===== config.mk =====
export PLATFORM = sky130hd
export DESIGN_NAME = fxc_port_ctrl
export DESIGN_NICKNAME = d
export VERILOG_FILES = /design/src/rtl/fxc_pkg.sv /design/src/rtl/fxc_abcd_conv.sv /design/src/rtl/fxc_port_ctrl.sv /design/src/rtl/fxc_tick.sv
export SDC_FILE = /design/constraint.sdc
export NUM_CORES = 1
export LEC_CHECK = 0
export BUFFER_PORTS_ARGS = -buffer_cell sky130_fd_sc_hd__buf_2
export CAP_MARGIN = 20
export CORE_MARGIN = 4
export CORE_UTILIZATION = 41
export CTS_BUF_LIST = sky130_fd_sc_hd__clkbuf_4 sky130_fd_sc_hd__clkbuf_8
export DETAILED_ROUTE_END_ITERATION = 10
export PLACE_DENSITY = 0.69
export SYNTH_ARGS = -nofsm -noshare
export SYNTH_HDL_FRONTEND = slang
export SYNTH_SLANG_ARGS = --single-unit

===== constraint.sdc =====
create_clock -name clk -period 2.15 [get_ports clk]
set_input_delay 0.43 -clock clk [delete_from_list [all_inputs] [get_ports clk]]
set_output_delay 0.43 -clock clk [all_outputs]
set_load 0.1 [all_outputs]

===== src/rtl/fxc_pkg.sv =====
// Purpose: shared constants and types for the port channel control
// Assumes: 100 MHz clk, synchronous active-low reset
// Notes: Operation list below
// Operation
// - per-port mu-law, A-law or inverted A-law
// - inverted A-law inverts A-law code bits
// - alarm enters idle or busy conditioning
// - active call held two seconds, then busy
// - alarm clear returns port to idle
// - loopback none, digital or analog
// - milliwatt tone only on selected port
// - hybrid balance held as three bytes
// - wink delay 0-99 in 100 ms steps
// - wink duration 1-99 in 100 ms steps
// - wink timing only in dn or dpt
// - conversion maps tx ansi-ccitt, rx ccitt-ansi
// - conversion independent of aggregate type
// - 64k rate uses no adpcm resources
// - suffix 1 odd half, 2 even half
// - card select n/a at 64k, else slot
// - no server card locks the rate
// - edits pending until save; undo restores
package fxc_pkg;
    localparam int unsigned CLK_HZ = 100_000_000;
    localparam int unsigned TICK_MS = 100;
    localparam int unsigned TICK_CYC = CLK_HZ / 1000 * TICK_MS;
    localparam int unsigned HOLD_MS = 2000;
    localparam logic [7:0] HOLD_TICKS = 8'(HOLD_MS / TICK_MS);
    localparam logic [6:0] WINK_MAX = 7'h63;
    localparam logic [7:0] ALAW_XOR = 8'h55;
    localparam logic [7:0] MILLIWATT_LEN = 8'h08;
    localparam logic [23:0] HYBRID_SET1 = 24'h000001;

    typedef enum logic [1:0] {
        FXC_MULAW = 2'h0, FXC_ALAW = 2'h1, FXC_AINV = 2'h2, FXC_LAW_RSV = 2'h3
    } fxc_law_e;
    typedef enum logic [1:0] {
        FXC_LB_OFF = 2'h0, FXC_LB_DGTL = 2'h1, FXC_LB_ANLG = 2'h2,
        FXC_LB_RSV = 2'h3
    } fxc_lb_e;
    typedef enum logic [1:0] {
        FXC_PAT_NONE = 2'h0, FXC_PAT_MW = 2'h1, FXC_PAT_QUIET = 2'h2,
        FXC_PAT_RSV = 2'h3
    } fxc_pat_e;
    typedef enum logic [1:0] {
        FXC_MODE_FXO = 2'h0, FXC_MODE_FXODN = 2'h1, FXC_MODE_DPT = 2'h2,
        FXC_MODE_MRD = 2'h3
    } fxc_mode_e;
    typedef enum logic [1:0] {
        FXC_SIG_DPT = 2'h0, FXC_SIG_R2 = 2'h1, FXC_SIG_IR2 = 2'h2,
        FXC_SIG_OTHER = 2'h3
    } fxc_sig_e;
    // rate code: 0=64k, 1..3 = 24/32/40k suffix 1, 4..6 = suffix 2
    typedef enum logic [2:0] {
        FXC_R64 = 3'h0, FXC_R24_1 = 3'h1, FXC_R32_1 = 3'h2, FXC_R40_1 = 3'h3,
        FXC_R24_2 = 3'h4, FXC_R32_2 = 3'h5, FXC_R40_2 = 3'h6,
        FXC_RRSV = 3'h7
    } fxc_rate_e;
    // adpcm card: 0 = n/a
    typedef enum logic [1:0] {
        FXC_CARD_NA = 2'h0, FXC_CARD_SLOT1 = 2'h1, FXC_CARD_SLOT2 = 2'h2,
        FXC_CARD_SLOT3 = 2'h3
    } fxc_card_e;
    typedef enum logic [1:0] {
        FXC_T_IDLE = 2'h0, FXC_T_HOLD = 2'h1, FXC_T_BUSY = 2'h2,
        FXC_T_IDLECOND = 2'h3
    } fxc_trunk_e;
    typedef enum logic [1:0] {
        FXC_W_IDLE = 2'h0, FXC_W_DELAY = 2'h1, FXC_W_WINK = 2'h2,
        FXC_W_DONE = 2'h3
    } fxc_wink_e;

    typedef struct packed {
        fxc_law_e law;
        logic cond_busy;
        fxc_lb_e loopback;
        fxc_pat_e pattern;
        logic [23:0] hybrid;
        logic [6:0] wink_delay;
        logic [6:0] wink_len;
        logic signaling_bit_conversion;
        fxc_rate_e rate;
        fxc_card_e card;
    } fxc_cfg_s;

    localparam fxc_cfg_s CFG_RESET = '{
        law: FXC_MULAW, cond_busy: 1'b0, loopback: FXC_LB_OFF,
        pattern: FXC_PAT_NONE, hybrid: HYBRID_SET1, wink_delay: 7'h00,
        wink_len: 7'h00, signaling_bit_conversion: 1'b0, rate: FXC_R64, card: FXC_CARD_NA
    };
endpackage : fxc_pkg


===== src/rtl/fxc_abcd_conv.sv =====
// Purpose: abcd signaling conversion between ansi and ccitt
// Assumes: combinational, registered by the caller
// Notes: mapping a->a, b->b; tx c/d forced to 0/1, rx c/d copy a/b
`timescale 1ns/100ps
`default_nettype none
module fxc_abcd_conv (
    input wire logic enable,
    input wire logic [3:0] tx_in,
    input wire logic [3:0] rx_in,
    output logic [3:0] tx_out,
    output logic [3:0] rx_out
);
    always_comb begin
        tx_out = tx_in;
        rx_out = rx_in;
        if (enable) begin
            tx_out = {tx_in[3:2], 2'h1};
            rx_out = {rx_in[3:2], rx_in[3:2]};
        end
    end
endmodule : fxc_abcd_conv
`default_nettype wire


===== src/rtl/fxc_port_ctrl.sv =====
// Purpose: per-port channel control of an office-side voice port
// Assumes: one clock, synchronous active-low reset, pins synchronised
// Notes: settings staged, committed by save, restored by undo
`timescale 1ns/100ps
`default_nettype none
module fxc_port_ctrl (
    input wire logic clk,
    input wire logic rst_n,
    input wire fxc_pkg::fxc_cfg_s edit_cfg,
    input wire logic edit_we,
    input wire logic save,
    input wire logic undo,
    input wire logic server_present,
    input wire fxc_pkg::fxc_mode_e mode,
    input wire fxc_pkg::fxc_sig_e sig_type,
    input wire logic port_selected,
    input wire logic alarm_pin,
    input wire logic call_active,
    input wire logic seize,
    input wire logic [7:0] tx_pcm,
    input wire logic [7:0] rx_pcm,
    input wire logic [3:0] tx_abcd,
    input wire logic [3:0] rx_abcd,
    output fxc_pkg::fxc_cfg_s pending_cfg,
    output fxc_pkg::fxc_cfg_s active_cfg,
    output logic [7:0] line_tx,
    output logic [7:0] line_rx,
    output logic [3:0] line_tx_abcd,
    output logic [3:0] line_rx_abcd,
    output logic digital_lb,
    output logic analog_lb,
    output logic quiet_term,
    output logic busy_out,
    output logic call_release,
    output logic wink,
    output logic adpcm_used,
    output logic adpcm_even,
    output logic [1:0] adpcm_rate
);
    ////////////////////////////////////////////////////////////////////
    // pins and tick
    logic alarm_s1;
    logic alarm;
    logic tick;
    fxc_tick u_tick (
        .clk(clk),
        .rst_n(rst_n),
        .tick(tick)
    );

    always_ff @(posedge clk) begin
        if (!rst_n) begin
            alarm_s1 <= 1'b0;
            alarm <= 1'b0;
        end else begin
            alarm_s1 <= alarm_pin;
            alarm <= alarm_s1;
        end
    end

    ////////////////////////////////////////////////////////////////////
    // configuration staging
    fxc_pkg::fxc_cfg_s next_pending;
    fxc_pkg::fxc_cfg_s next_active;

    always_comb begin
        next_pending = pending_cfg;
        next_active = active_cfg;
        if (edit_we) begin
            next_pending = edit_cfg;
            if (!server_present) begin
                next_pending.rate = pending_cfg.rate;
            end
            if (edit_cfg.law == fxc_pkg::FXC_LAW_RSV) begin
                next_pending.law = pending_cfg.law;
            end
            if (edit_cfg.hybrid != fxc_pkg::HYBRID_SET1) begin
                next_pending.hybrid = fxc_pkg::HYBRID_SET1;
            end
            if (edit_cfg.wink_delay > fxc_pkg::WINK_MAX) begin
                next_pending.wink_delay = pending_cfg.wink_delay;
            end
            if (edit_cfg.wink_len > fxc_pkg::WINK_MAX) begin
                next_pending.wink_len = pending_cfg.wink_len;
            end
            if (next_pending.rate == fxc_pkg::FXC_R64) begin
                next_pending.card = fxc_pkg::FXC_CARD_NA;
            end else if (edit_cfg.card == fxc_pkg::FXC_CARD_NA) begin
                next_pending.card = fxc_pkg::FXC_CARD_SLOT1;
            end
        end
        if (save) begin
            next_active = pending_cfg;
        end else if (undo) begin
            next_pending = active_cfg;
        end
    end

    always_ff @(posedge clk) begin
        if (!rst_n) begin
            pending_cfg <= fxc_pkg::CFG_RESET;
            active_cfg <= fxc_pkg::CFG_RESET;
        end else begin
            pending_cfg <= next_pending;
            active_cfg <= next_active;
        end
    end

    ////////////////////////////////////////////////////////////////////
    // trunk conditioning on carrier group alarm
    fxc_pkg::fxc_trunk_e trunk;
    fxc_pkg::fxc_trunk_e next_trunk;
    logic [7:0] hold_cnt;
    logic [7:0] next_hold_cnt;
    logic next_busy_out;
    logic next_call_release;

    always_comb begin
        next_trunk = trunk;
        next_hold_cnt = hold_cnt;
        next_call_release = 1'b0;
        unique case (trunk)
            fxc_pkg::FXC_T_IDLE: begin
                if (alarm) begin
                    if (call_active) begin
                        next_trunk = fxc_pkg::FXC_T_HOLD;
                        next_hold_cnt = fxc_pkg::HOLD_TICKS;
                    end else if (active_cfg.cond_busy) begin
                        next_trunk = fxc_pkg::FXC_T_BUSY;
                    end else begin
                        next_trunk = fxc_pkg::FXC_T_IDLECOND;
                    end
                end
            end
            fxc_pkg::FXC_T_HOLD: begin
                if (!alarm) begin
                    next_trunk = fxc_pkg::FXC_T_IDLE;
                end else if (tick) begin
                    next_hold_cnt = hold_cnt - 8'h01;
                    if (hold_cnt == 8'h01) begin
                        next_trunk = fxc_pkg::FXC_T_BUSY;
                        next_call_release = 1'b1;
                    end
                end
            end
            fxc_pkg::FXC_T_BUSY, fxc_pkg::FXC_T_IDLECOND: begin
                if (!alarm) begin
                    next_trunk = fxc_pkg::FXC_T_IDLE;
                end
            end
        endcase
        next_busy_out = (next_trunk == fxc_pkg::FXC_T_BUSY);
    end

    always_ff @(posedge clk) begin
        if (!rst_n) begin
            trunk <= fxc_pkg::FXC_T_IDLE;
            hold_cnt <= 8'h00;
            busy_out <= 1'b0;
            call_release <= 1'b0;
        end else begin
            trunk <= next_trunk;
            hold_cnt <= next_hold_cnt;
            busy_out <= next_busy_out;
            call_release <= next_call_release;
        end
    end

    ////////////////////////////////////////////////////////////////////
    // wink delay and duration
    fxc_pkg::fxc_wink_e wst;
    fxc_pkg::fxc_wink_e next_wst;
    logic [6:0] wcnt;
    logic [6:0] next_wcnt;
    logic wink_on;
    logic next_wink;

    always_comb begin
        wink_on = (mode == fxc_pkg::FXC_MODE_FXODN) ||
            (mode == fxc_pkg::FXC_MODE_DPT &&
            (sig_type == fxc_pkg::FXC_SIG_R2 ||
            sig_type == fxc_pkg::FXC_SIG_IR2));
        next_wst = wst;
        next_wcnt = wcnt;
        unique case (wst)
            fxc_pkg::FXC_W_IDLE: begin
                if (seize && wink_on && active_cfg.wink_len != 7'h00) begin
                    next_wst = fxc_pkg::FXC_W_DELAY;
                    next_wcnt = active_cfg.wink_delay;
                end
            end
            fxc_pkg::FXC_W_DELAY: begin
                if (wcnt == 7'h00) begin
                    next_wst = fxc_pkg::FXC_W_WINK;
                    next_wcnt = active_cfg.wink_len;
                end else if (tick) begin
                    next_wcnt = wcnt - 7'h01;
                end
            end
            fxc_pkg::FXC_W_WINK: begin
                if (wcnt == 7'h00) begin
                    next_wst = fxc_pkg::FXC_W_DONE;
                end else if (tick) begin
                    next_wcnt = wcnt - 7'h01;
                end
            end
            fxc_pkg::FXC_W_DONE: begin
                if (!seize) begin
                    next_wst = fxc_pkg::FXC_W_IDLE;
                end
            end
        endcase
        if (!wink_on) begin
            next_wst = fxc_pkg::FXC_W_IDLE;
        end
        next_wink = (next_wst == fxc_pkg::FXC_W_WINK);
    end

    always_ff @(posedge clk) begin
        if (!rst_n) begin
            wst <= fxc_pkg::FXC_W_IDLE;
            wcnt <= 7'h00;
            wink <= 1'b0;
        end else begin
            wst <= next_wst;
            wcnt <= next_wcnt;
            wink <= next_wink;
        end
    end

    ////////////////////////////////////////////////////////////////////
    // voice path: coding, loopback, test pattern, signaling, adpcm
    logic [63:0] mw_code;
    logic [2:0] mw_idx;
    logic [2:0] next_mw_idx;
    logic [7:0] enc_tx;
    logic [7:0] next_line_tx;
    logic [7:0] next_line_rx;
    logic [3:0] conv_tx;
    logic [3:0] conv_rx;
    logic mw_on;

    // milliwatt sequence, mu-law codes, 8 samples per 1 kHz cycle
    assign mw_code = 64'h1E0B0B1E9E8B8B9E;

    fxc_abcd_conv u_conv (
        .enable(active_cfg.signaling_bit_conversion),
        .tx_in(tx_abcd),
        .rx_in(rx_abcd),
        .tx_out(conv_tx),
        .rx_out(conv_rx)
    );

    always_comb begin
        mw_on = port_selected &&
            active_cfg.pattern == fxc_pkg::FXC_PAT_MW;
        next_mw_idx = mw_on ? mw_idx + 3'h1 : 3'h0;
        enc_tx = mw_on ? mw_code[{~mw_idx, 3'h0} +: 8] : tx_pcm;
        if (port_selected &&
            active_cfg.pattern == fxc_pkg::FXC_PAT_QUIET) begin
            enc_tx = 8'hFF;
        end
        if (active_cfg.loopback == fxc_pkg::FXC_LB_DGTL) begin
            enc_tx = rx_pcm;
        end
        unique case (active_cfg.law)
            fxc_pkg::FXC_AINV: next_line_tx = ~(enc_tx ^ fxc_pkg::ALAW_XOR);
            fxc_pkg::FXC_ALAW: next_line_tx = enc_tx ^ fxc_pkg::ALAW_XOR;
            default: next_line_tx = enc_tx;
        endcase
        unique case (active_cfg.law)
            fxc_pkg::FXC_AINV: next_line_rx = ~(rx_pcm ^ fxc_pkg::ALAW_XOR);
            fxc_pkg::FXC_ALAW: next_line_rx = rx_pcm ^ fxc_pkg::ALAW_XOR;
            default: next_line_rx = rx_pcm;
        endcase
        if (active_cfg.loopback == fxc_pkg::FXC_LB_ANLG) begin
            next_line_rx = next_line_tx;
        end
    end

    always_ff @(posedge clk) begin
        if (!rst_n) begin
            mw_idx <= 3'h0;
            line_tx <= 8'h00;
            line_rx <= 8'h00;
            line_tx_abcd <= 4'h0;
            line_rx_abcd <= 4'h0;
            digital_lb <= 1'b0;
            analog_lb <= 1'b0;
            quiet_term <= 1'b0;
            adpcm_used <= 1'b0;
            adpcm_even <= 1'b0;
            adpcm_rate <= 2'h0;
        end else begin
            mw_idx <= next_mw_idx;
            line_tx <= next_line_tx;
            line_rx <= next_line_rx;
            line_tx_abcd <= conv_tx;
            line_rx_abcd <= conv_rx;
            digital_lb <= active_cfg.loopback == fxc_pkg::FXC_LB_DGTL;
            analog_lb <= active_cfg.loopback == fxc_pkg::FXC_LB_ANLG;
            quiet_term <= port_selected &&
                active_cfg.pattern == fxc_pkg::FXC_PAT_QUIET;
            adpcm_used <= active_cfg.rate != fxc_pkg::FXC_R64;
            adpcm_even <= active_cfg.rate >= fxc_pkg::FXC_R24_2;
            adpcm_rate <= (active_cfg.rate >= fxc_pkg::FXC_R24_2) ?
                2'(active_cfg.rate - fxc_pkg::FXC_R40_1) :
                active_cfg.rate[1:0];
        end
    end

    ////////////////////////////////////////////////////////////////////
    // checks
    property p_hold;
        @(posedge clk) disable iff (!rst_n)
        (trunk == fxc_pkg::FXC_T_IDLE && alarm && call_active) |=>
        (trunk == fxc_pkg::FXC_T_HOLD && hold_cnt == 8'h14);
    endproperty
    a_hold: assert property (p_hold) else $error("hold not started");
    property p_release;
        @(posedge clk) disable iff (!rst_n)
        call_release |-> busy_out;
    endproperty
    a_release: assert property (p_release) else $error("bad release");
    property p_cond;
        @(posedge clk) disable iff (!rst_n)
        (trunk == fxc_pkg::FXC_T_IDLE && alarm && !call_active) |=>
        busy_out == $past(active_cfg.cond_busy);
    endproperty
    a_cond: assert property (p_cond) else $error("bad conditioning");
    property p_clear;
        @(posedge clk) disable iff (!rst_n)
        (!alarm && trunk != fxc_pkg::FXC_T_IDLE) |=> !busy_out;
    endproperty
    a_clear: assert property (p_clear) else $error("no idle on clear");
    property p_save;
        @(posedge clk) disable iff (!rst_n)
        save |=> active_cfg == $past(pending_cfg);
    endproperty
    a_save: assert property (p_save) else $error("save lost");
    property p_undo;
        @(posedge clk) disable iff (!rst_n)
        (undo && !save) |=> pending_cfg == $past(active_cfg);
    endproperty
    a_undo: assert property (p_undo) else $error("undo lost");
    property p_lock;
        @(posedge clk) disable iff (!rst_n)
        (!server_present && !undo) |=>
        pending_cfg.rate == $past(pending_cfg.rate);
    endproperty
    a_lock: assert property (p_lock) else $error("rate changed");
    property p_card;
        @(posedge clk) disable iff (!rst_n)
        pending_cfg.rate == fxc_pkg::FXC_R64 && !undo |->
        ##1 (pending_cfg.rate != fxc_pkg::FXC_R64 ||
        pending_cfg.card == fxc_pkg::FXC_CARD_NA);
    endproperty
    a_card: assert property (p_card) else $error("card not n/a");
    property p_wink_mode;
        @(posedge clk) disable iff (!rst_n)
        !wink_on |=> !wink;
    endproperty
    a_wink_mode: assert property (p_wink_mode) else $error("bad wink");
    property p_adpcm;
        @(posedge clk) disable iff (!rst_n)
        active_cfg.rate == fxc_pkg::FXC_R64 ##1
        active_cfg.rate == fxc_pkg::FXC_R64 |-> !adpcm_used;
    endproperty
    a_adpcm: assert property (p_adpcm) else $error("64k uses adpcm");
endmodule : fxc_port_ctrl
`default_nettype wire


===== src/rtl/fxc_tick.sv =====
// Purpose: 100 ms tick from the system clock
// Assumes: clk at fxc_pkg::CLK_HZ
// Notes: one-cycle pulse per period
`timescale 1ns/100ps
`default_nettype none
module fxc_tick (
    input wire logic clk,
    input wire logic rst_n,
    output logic tick
);
    logic [23:0] cnt;
    logic [23:0] next_cnt;
    logic next_tick;

    always_comb begin
        next_tick = 1'b0;
        next_cnt = cnt + 24'h000001;
        if (cnt == 24'(fxc_pkg::TICK_CYC - 1)) begin
            next_cnt = 24'h000000;
            next_tick = 1'b1;
        end
    end

    always_ff @(posedge clk) begin
        if (!rst_n) begin
            cnt <= 24'h000000;
            tick <= 1'b0;
        end else begin
            cnt <= next_cnt;
            tick <= next_tick;
        end
    end
endmodule : fxc_tick
`default_nettype wire


; ---- Word level (Yosys, flattened, before mapping)
; Cells that the tools add are included.
[classes]
add_sub_neg = 5
n_mul = 0
div_mod_pow = 0
n_lt_le_gt_ge = 3
n_eq_ne = 28
shift = 1
n_mux = 46
bitwise = 6
reduce_logical = 23
[op_table]
columns = op, count
row1 = two-way mux 51 bit, 3
row2 = two-way mux 8 bit, 8
row3 = indexed part select 64 x 7 -> 8 bit (first input constant), 1
row4 = one-hot mux 8 bit (2 select lines), 3
row5 = two-way mux 7 bit, 6
row6 = two-way mux 2 bit, 16
row7 = adder 24 x 1 -> 24 bit (second input constant), 1
row8 = == test 2 bit (second input constant), 12
row9 = == test 24 bit (second input constant), 1
row10 = two-way mux 24 bit, 1
row11 = != test 24 x 1 -> 1 bit (second input constant), 1
row12 = one-hot mux 7 bit (3 select lines), 1
row13 = NOT 8 bit, 2
row14 = == test 2 x 1 -> 1 bit (second input constant), 7
row15 = greater-than comparator 7 bit (second input constant), 2
row16 = != test 2 bit (second input constant), 5
row17 = == test 8 x 1 -> 1 bit (second input constant), 1
row18 = NOT 4 bit, 2
row19 = one-hot mux 2 bit (4 select lines), 1
row20 = subtractor 8 x 1 -> 8 bit (second input constant), 1
row21 = zero test 7 bit, 1
row22 = nonzero test 7 bit, 1
row23 = subtractor 7 x 1 -> 7 bit (second input constant), 1
row24 = zero test 2 bit, 3
row25 = other kinds (19), 31
[word_totals]
register_bits = 185
latchBits = 0
ram_bits = 0
mem_bits_ro = 0
input_bits = 89
elab_cells = 155
n_memories = 0

; ---- Longest topological paths before layout
[logic_depth]
ltp_word = 10
mapped_depth = 8

; ---- Hierarchy
; From an unflattened synthesis, not the netlist that was laid out.
[hier_totals]
hier_cells = 883
area_unflattened_um2 = 7966.4
[by_module_without_submodules]
columns = module, instances, cells_each, area_per_inst_um2
row1 = fxc_port_ctrl, 1, 742, 6760.2
row2 = fxc_tick, 1, 133, 1138.6
row3 = fxc_abcd_conv, 1, 8, 67.6

; ---- Worst setup path before layout
; Ideal clock, no wire load.
[synth_path]
path_kind = reg-to-reg
from = reg active_cfg[46] (netlist name)
to = reg line_tx[6]
arrival_ns = 2.203
required_time_ns = 2.085
path_slack_ns = -0.118
path_stages_with_launch = 7
path_buffers = 2
path_cell_list = dfxtp_1 > nor2b_1 > clkbuf_1 > buf_2 > mux2i_1 > mux2_2 > nor2_1
[synth_between]
elab_chain_len = 5
[synth_rtl]
columns = item, line
row1 = "start, declared", fxc_port_ctrl.sv:25  ; output fxc_pkg::fxc_cfg_s active_cfg,
row2 = "start signal, assigned", fxc_port_ctrl.sv:102  ; active_cfg <= fxc_pkg::CFG_RESET;
row3 = "start signal, assigned", fxc_port_ctrl.sv:105  ; active_cfg <= next_active;
row4 = == test 2 x 1 -> 1 bit (*), fxc_port_ctrl.sv:263  ; if (active_cfg.loopback == fxc_pkg::FXC_LB_DGTL) begin
row5 = two-way mux 8 bit (*), fxc_port_ctrl.sv:263
row6 = NOT 4 bit (no source line), --
row7 = NOT 8 bit, fxc_port_ctrl.sv:267  ; fxc_pkg::FXC_AINV: next_line_tx = ~(enc_tx ^ fxc_pkg::ALAW_XOR);
row8 = one-hot mux 8 bit (2 select lines) (*), fxc_port_ctrl.sv:266  ; unique case (active_cfg.law)
row9 = "end signal, assigned", fxc_port_ctrl.sv:296  ; line_tx <= next_line_tx;
row10 = "end, declared", fxc_port_ctrl.sv:26  ; output logic [7:0] line_tx,
; Mark *: on every way between the ends. The rest lies on a longest branch, timed or not.
; A chain may end at the register's enable or synchronous reset.

; ---- Worst setup path in the final report
[layout_path]
from = reg wcnt[1]
to = reg wcnt[4]
[layout_between]
elab_chain_len = 4
elab_cells_between_ends = 8
cone_classes = 1 x add/sub / 1 x eq/ne / 4 x mux / 2 x reduce/logical
[layout_rtl]
columns = item, line
row1 = "start, declared", fxc_port_ctrl.sv:173  ; logic [6:0] wcnt;
row2 = "start signal, assigned", fxc_port_ctrl.sv:226  ; wcnt <= next_wcnt;
row3 = subtractor 7 x 1 -> 7 bit, "fxc_port_ctrl.sv:197, fxc_port_ctrl.sv:204"
row4 = two-way mux 7 bit, "fxc_port_ctrl.sv:196, fxc_port_ctrl.sv:203"
row5 = "two-way mux 7 bit, on equally long branches", "fxc_port_ctrl.sv:201, fxc_port_ctrl.sv:193"
row6 = one-hot mux 7 bit (3 select lines), fxc_port_ctrl.sv:185  ; unique case (wst)
; Parallel ways exist; a longest one is shown, timed or not. The select of a mux whose other input is x is not followed.

==> summary.md <==
| Metric | Value |
|---|---|
| GR peak layer | `met2` |
| CTS tree | `built` |
| Detailed Route WL | `20.0 mm` |
| Worst Skew | `0.0113 ns` |
| Worst-margin pin slew | `a little under 0.7 ns` |
| Top cell type's share of synthesized area | `approximately 47%` |
| Clk root buf | `clkbuf_8` |
| Routed Antenna Nets | `0` |
| Max_slew headroom | `between 50% and 60%` |
| Hold Crit Class | `input pin to flip-flop` |
| Compound-cell area share of the yosys netlist | `between 10% and 20%` |
| Starting Density | `around two fifths` |
| Met3 Use GR | `between 4 and 5%` |
| Post-CTS setup buffers | `0` |
| Area of the multi-input gates | `3840 sq um` |
| CORE AREA | `approximately 19000 sq um` |
| Post-CTS Hold Fix Bufs | `0` |
| Register area | `3710 sq um` |
| Critical Path RT | `between 2 and 3 ns` |
| Synth Area in Adders | `under 10%` |
| Pleak | `approximately 4.3 nW` |
| Simple-gate area share of the yosys netlist | `19.9%` |
| Final Critical Period | `approximately 2 ns` |
| Synth Instances | `874` |
| Setup TNS | `0 ns` |
| Die area | `roughly 21000 sq um` |
| Crit path DAT | `roughly 2.3 ns` |
| Tcrit/Tclk final | `91.9%` |
| Syn_area_per_cell | `9.00 sq um` |
| Met1 Use GR | `around a quarter` |
| Syn nets | `978` |
| Fmax | `slightly above 0.5 GHz` |
| Chip width | `between 100 and 150 microns` |
| Initial antenna violation count | `0` |
| Number of remaining DRC errors | `0` |
| Vias | `slightly below 7000` |
| Rows | `50` |
| Tot GR Track Use | `between 10% and 20%` |
| Setup repair after global routing missed its margin | `false` |
| I/O pin total | `roughly 230` |
| Largest net degree at the start of global routing | `60` |
| Clock buffer depth | `2` |
| First-pass GRT wire length | `32.6 mm` |
| Placer Congestion | `around 0.82` |
| 1st-pass router iterations | `4` |
| Largest family of logic cells by synthesized area | `simple AND/OR/NAND/NOR gates` |
| Pins over their slew limit | `0` |
| Layout cells sized above 1 | `between 20% and 30%` |
| Fin util | `roughly 51%` |
| Number of global-route vias before repair | `between 6000 and 7000` |
| Worst skew pair latency | `0.46 ns` |
| Crit Path Max Fanout | `10` |
| Library cells used by synthesis | `56` |
| FILL cells | `between 1500 and 2000` |
| Post-Synth XOR/XNOR Area | `3.90%` |
| Syn Std Cell Area | `7870 sq um` |
| H-tree depth | `4` |
| TritonCTS Buffers | `17` |
| Peak VDD IR | `between 0.3 and 0.4 mV` |
| Port bufs | `200` |
| Clock slew at reported path FFs | `roughly 0.09 ns` |
| WS Path Type | `flip-flop to flip-flop` |
| Drt initial violations | `297` |
| Post-route cell area | `roughly 9600 sq um` |
| Overflow after GRT | `0` |
| Met2 usage | `a little under a third` |
| Synth top area cells | `dfxtp_1, mux2i_1, nor2_1, nand2_1, a21oi_1` |
| #FFs+latches synth | `about 190` |
| Ys flop type | `dfxtp_1` |
| Critical Path End Type | `flip-flop` |
| # Max-Cap Violations | `0` |
| Via density | `5.14` |
| CTS resizes | `0` |
| Final Hold Fails | `0` |
| Hpwl dp | `14.5 mm` |
| Area leader, netlist | `dfxtp_1` |
| Area after DPL | `a little over 9000 sq um` |
| Pwr dens | `about 770 nW/um^2` |
| Synth Warn # | `0` |
| WL/cell | `~15 microns` |
| Fin nets | `1166` |
| Area growth syn-to-layout | `21.7%` |
| Status | `finished, final reports clean` |
| Post-synth EDFFs | `0` |
| Sink Count | `185` |
| Die Ht | `147 microns` |
| Critical path launch point type | `flip-flop` |
| Async SR Flop Fraction | `0%` |
| Final Setup Violations | `0` |
| Sequential share of the synthesized area | `around 47%` |
| Post-synthesis mux area share | `11.7%` |
[stage by stage]
step / hold slack, ns / std cells / worst slack, ns / power [mW]
2_1_floorplan: 0.399 / 874 / 0.00298 / 4.78
6_report: 0.173 / 1311 / 0.174 / 7.36
3_3_place_gp: 0.414 / 1277 / 0.246 / 5.07
3_5_place_dp: 0.417 / 1277 / 0.174 / 5.08
4_1_cts: 0.142 / 1309 / 0.171 / 7.45
5_1_grt: 0.147 / 1309 / 0.0232 / 7.69
[registers in the layout (all words and copies together) (netlist names), 2 cells and up]
name / count
active_cfg: 51
u_tick.cnt: 24
wcnt: 7
pending_cfg: 51
wst: 2
line_rx: 8
mw_idx: 3
adpcm_rate: 2
hold_cnt: 8
line_tx: 8
line_tx_abcd: 4
trunk: 2
line_rx_abcd: 4
[cells in the final DEF, fill, tap and decap left out, types with 5 or more instances in the layout]
master / n
mux2_2: 6
o31ai_1: 5
nand3_1: 41
a21oi_1: 42
mux2i_1: 85
and2_1: 12
a311oi_1: 7
o2bb2ai_1: 6
dfxtp_1: 182
nand2b_1: 11
nand4_1: 9
nor3_1: 13
nor4b_1: 6
xor2_1: 16
nand2_1: 70
a211oi_1: 17
clkbuf_8: 18
nor4_1: 5
buf_2: 200
ha_1: 15
nor2_1: 146
o21ai_0: 25
inv_1: 22
xnor2_1: 19
buf_4: 20
a221oi_1: 5
and3_1: 5
[final timing paths]
check                                start               to  slack [ns]  depth (start not counted)
worst min register to register   mw_idx[0]        mw_idx[0]        0.43                          1
worst max-delay path               wcnt[1]          wcnt[4]        0.17                          7
worst max register to register     wcnt[1]          wcnt[4]        0.17                          7
worst min-delay path            tx_abcd[3]  line_tx_abcd[3]        0.17                          2
[where the power goes]
part	switching (mW)	leakage [nW]	total [mW]	internal (mW)
Combinational	1.06	2.60	1.38	0.314
Clock	1.25	0.206	2.36	1.11
Sequential	0.0835	1.51	3.62	3.54
Total	2.40	4.31	7.36	4.96
[Yosys cell counts (all sizes together), types with 2 or more instances]
library cell    n
ha             15
nand2b         12
o221ai          3
inv            23
a31oi           4
or4             3
nor2          146
o31ai           5
nor2b           4
xor2           16
a311oi          7
o41ai           2
a221oi          6
and3            6
o2bb2ai         6
or3             2
o21ai          25
o311ai          2
nor4b           6
nand3          42
o211ai          2
clkbuf         35
nand4           9
xnor2          19
nand2          70
a21oi          42
mux2i          85
and2           12
a211oi         17
buf            20
or2             2
nor4            7
o22ai           4
dfxtp         185
mux2            6
nor3           13
[area by class of cell]
| type | instances | share of cell area (%) |
|---|---|---|
| clock buffers | 20 | 2.74 |
| clock inverters | 12 | 1.48 |
| multi-input cells | 610 | 40.1 |
| repair buffers | 224 | 12.9 |
| inverters | 24 | 0.967 |
| diodes | 2 | 0.0523 |
| well taps | 234 | 3.06 |
| flip-flops and latches | 185 | 38.7 |
[worst max-delay path: stages (launching register included)]
cell	delay [ns]
dfxtp_1	0.39
inv_1	0.09
ha_1	0.20
nor2b_1	0.17
a31oi_1	0.22
o211ai_1	0.21
buf_4	0.23
o41ai_1	0.36
[layer usage]
metal	share of wire, %	wire length, microns	vias up
met1	46	9140	3144
met5	0	0	-
li1	-	-	3396
met2	47	9400	176
met4	1.6	314	0
met3	5.5	1100	22
[cell families after synthesis]
group / after synthesis
flops: 185
compound gates: 132
xor+xnor: 35
mux: 91
buf+inv: 79
simple gates: 337
fa+ha+maj: 15
Power figures use the tool's default switching activity.
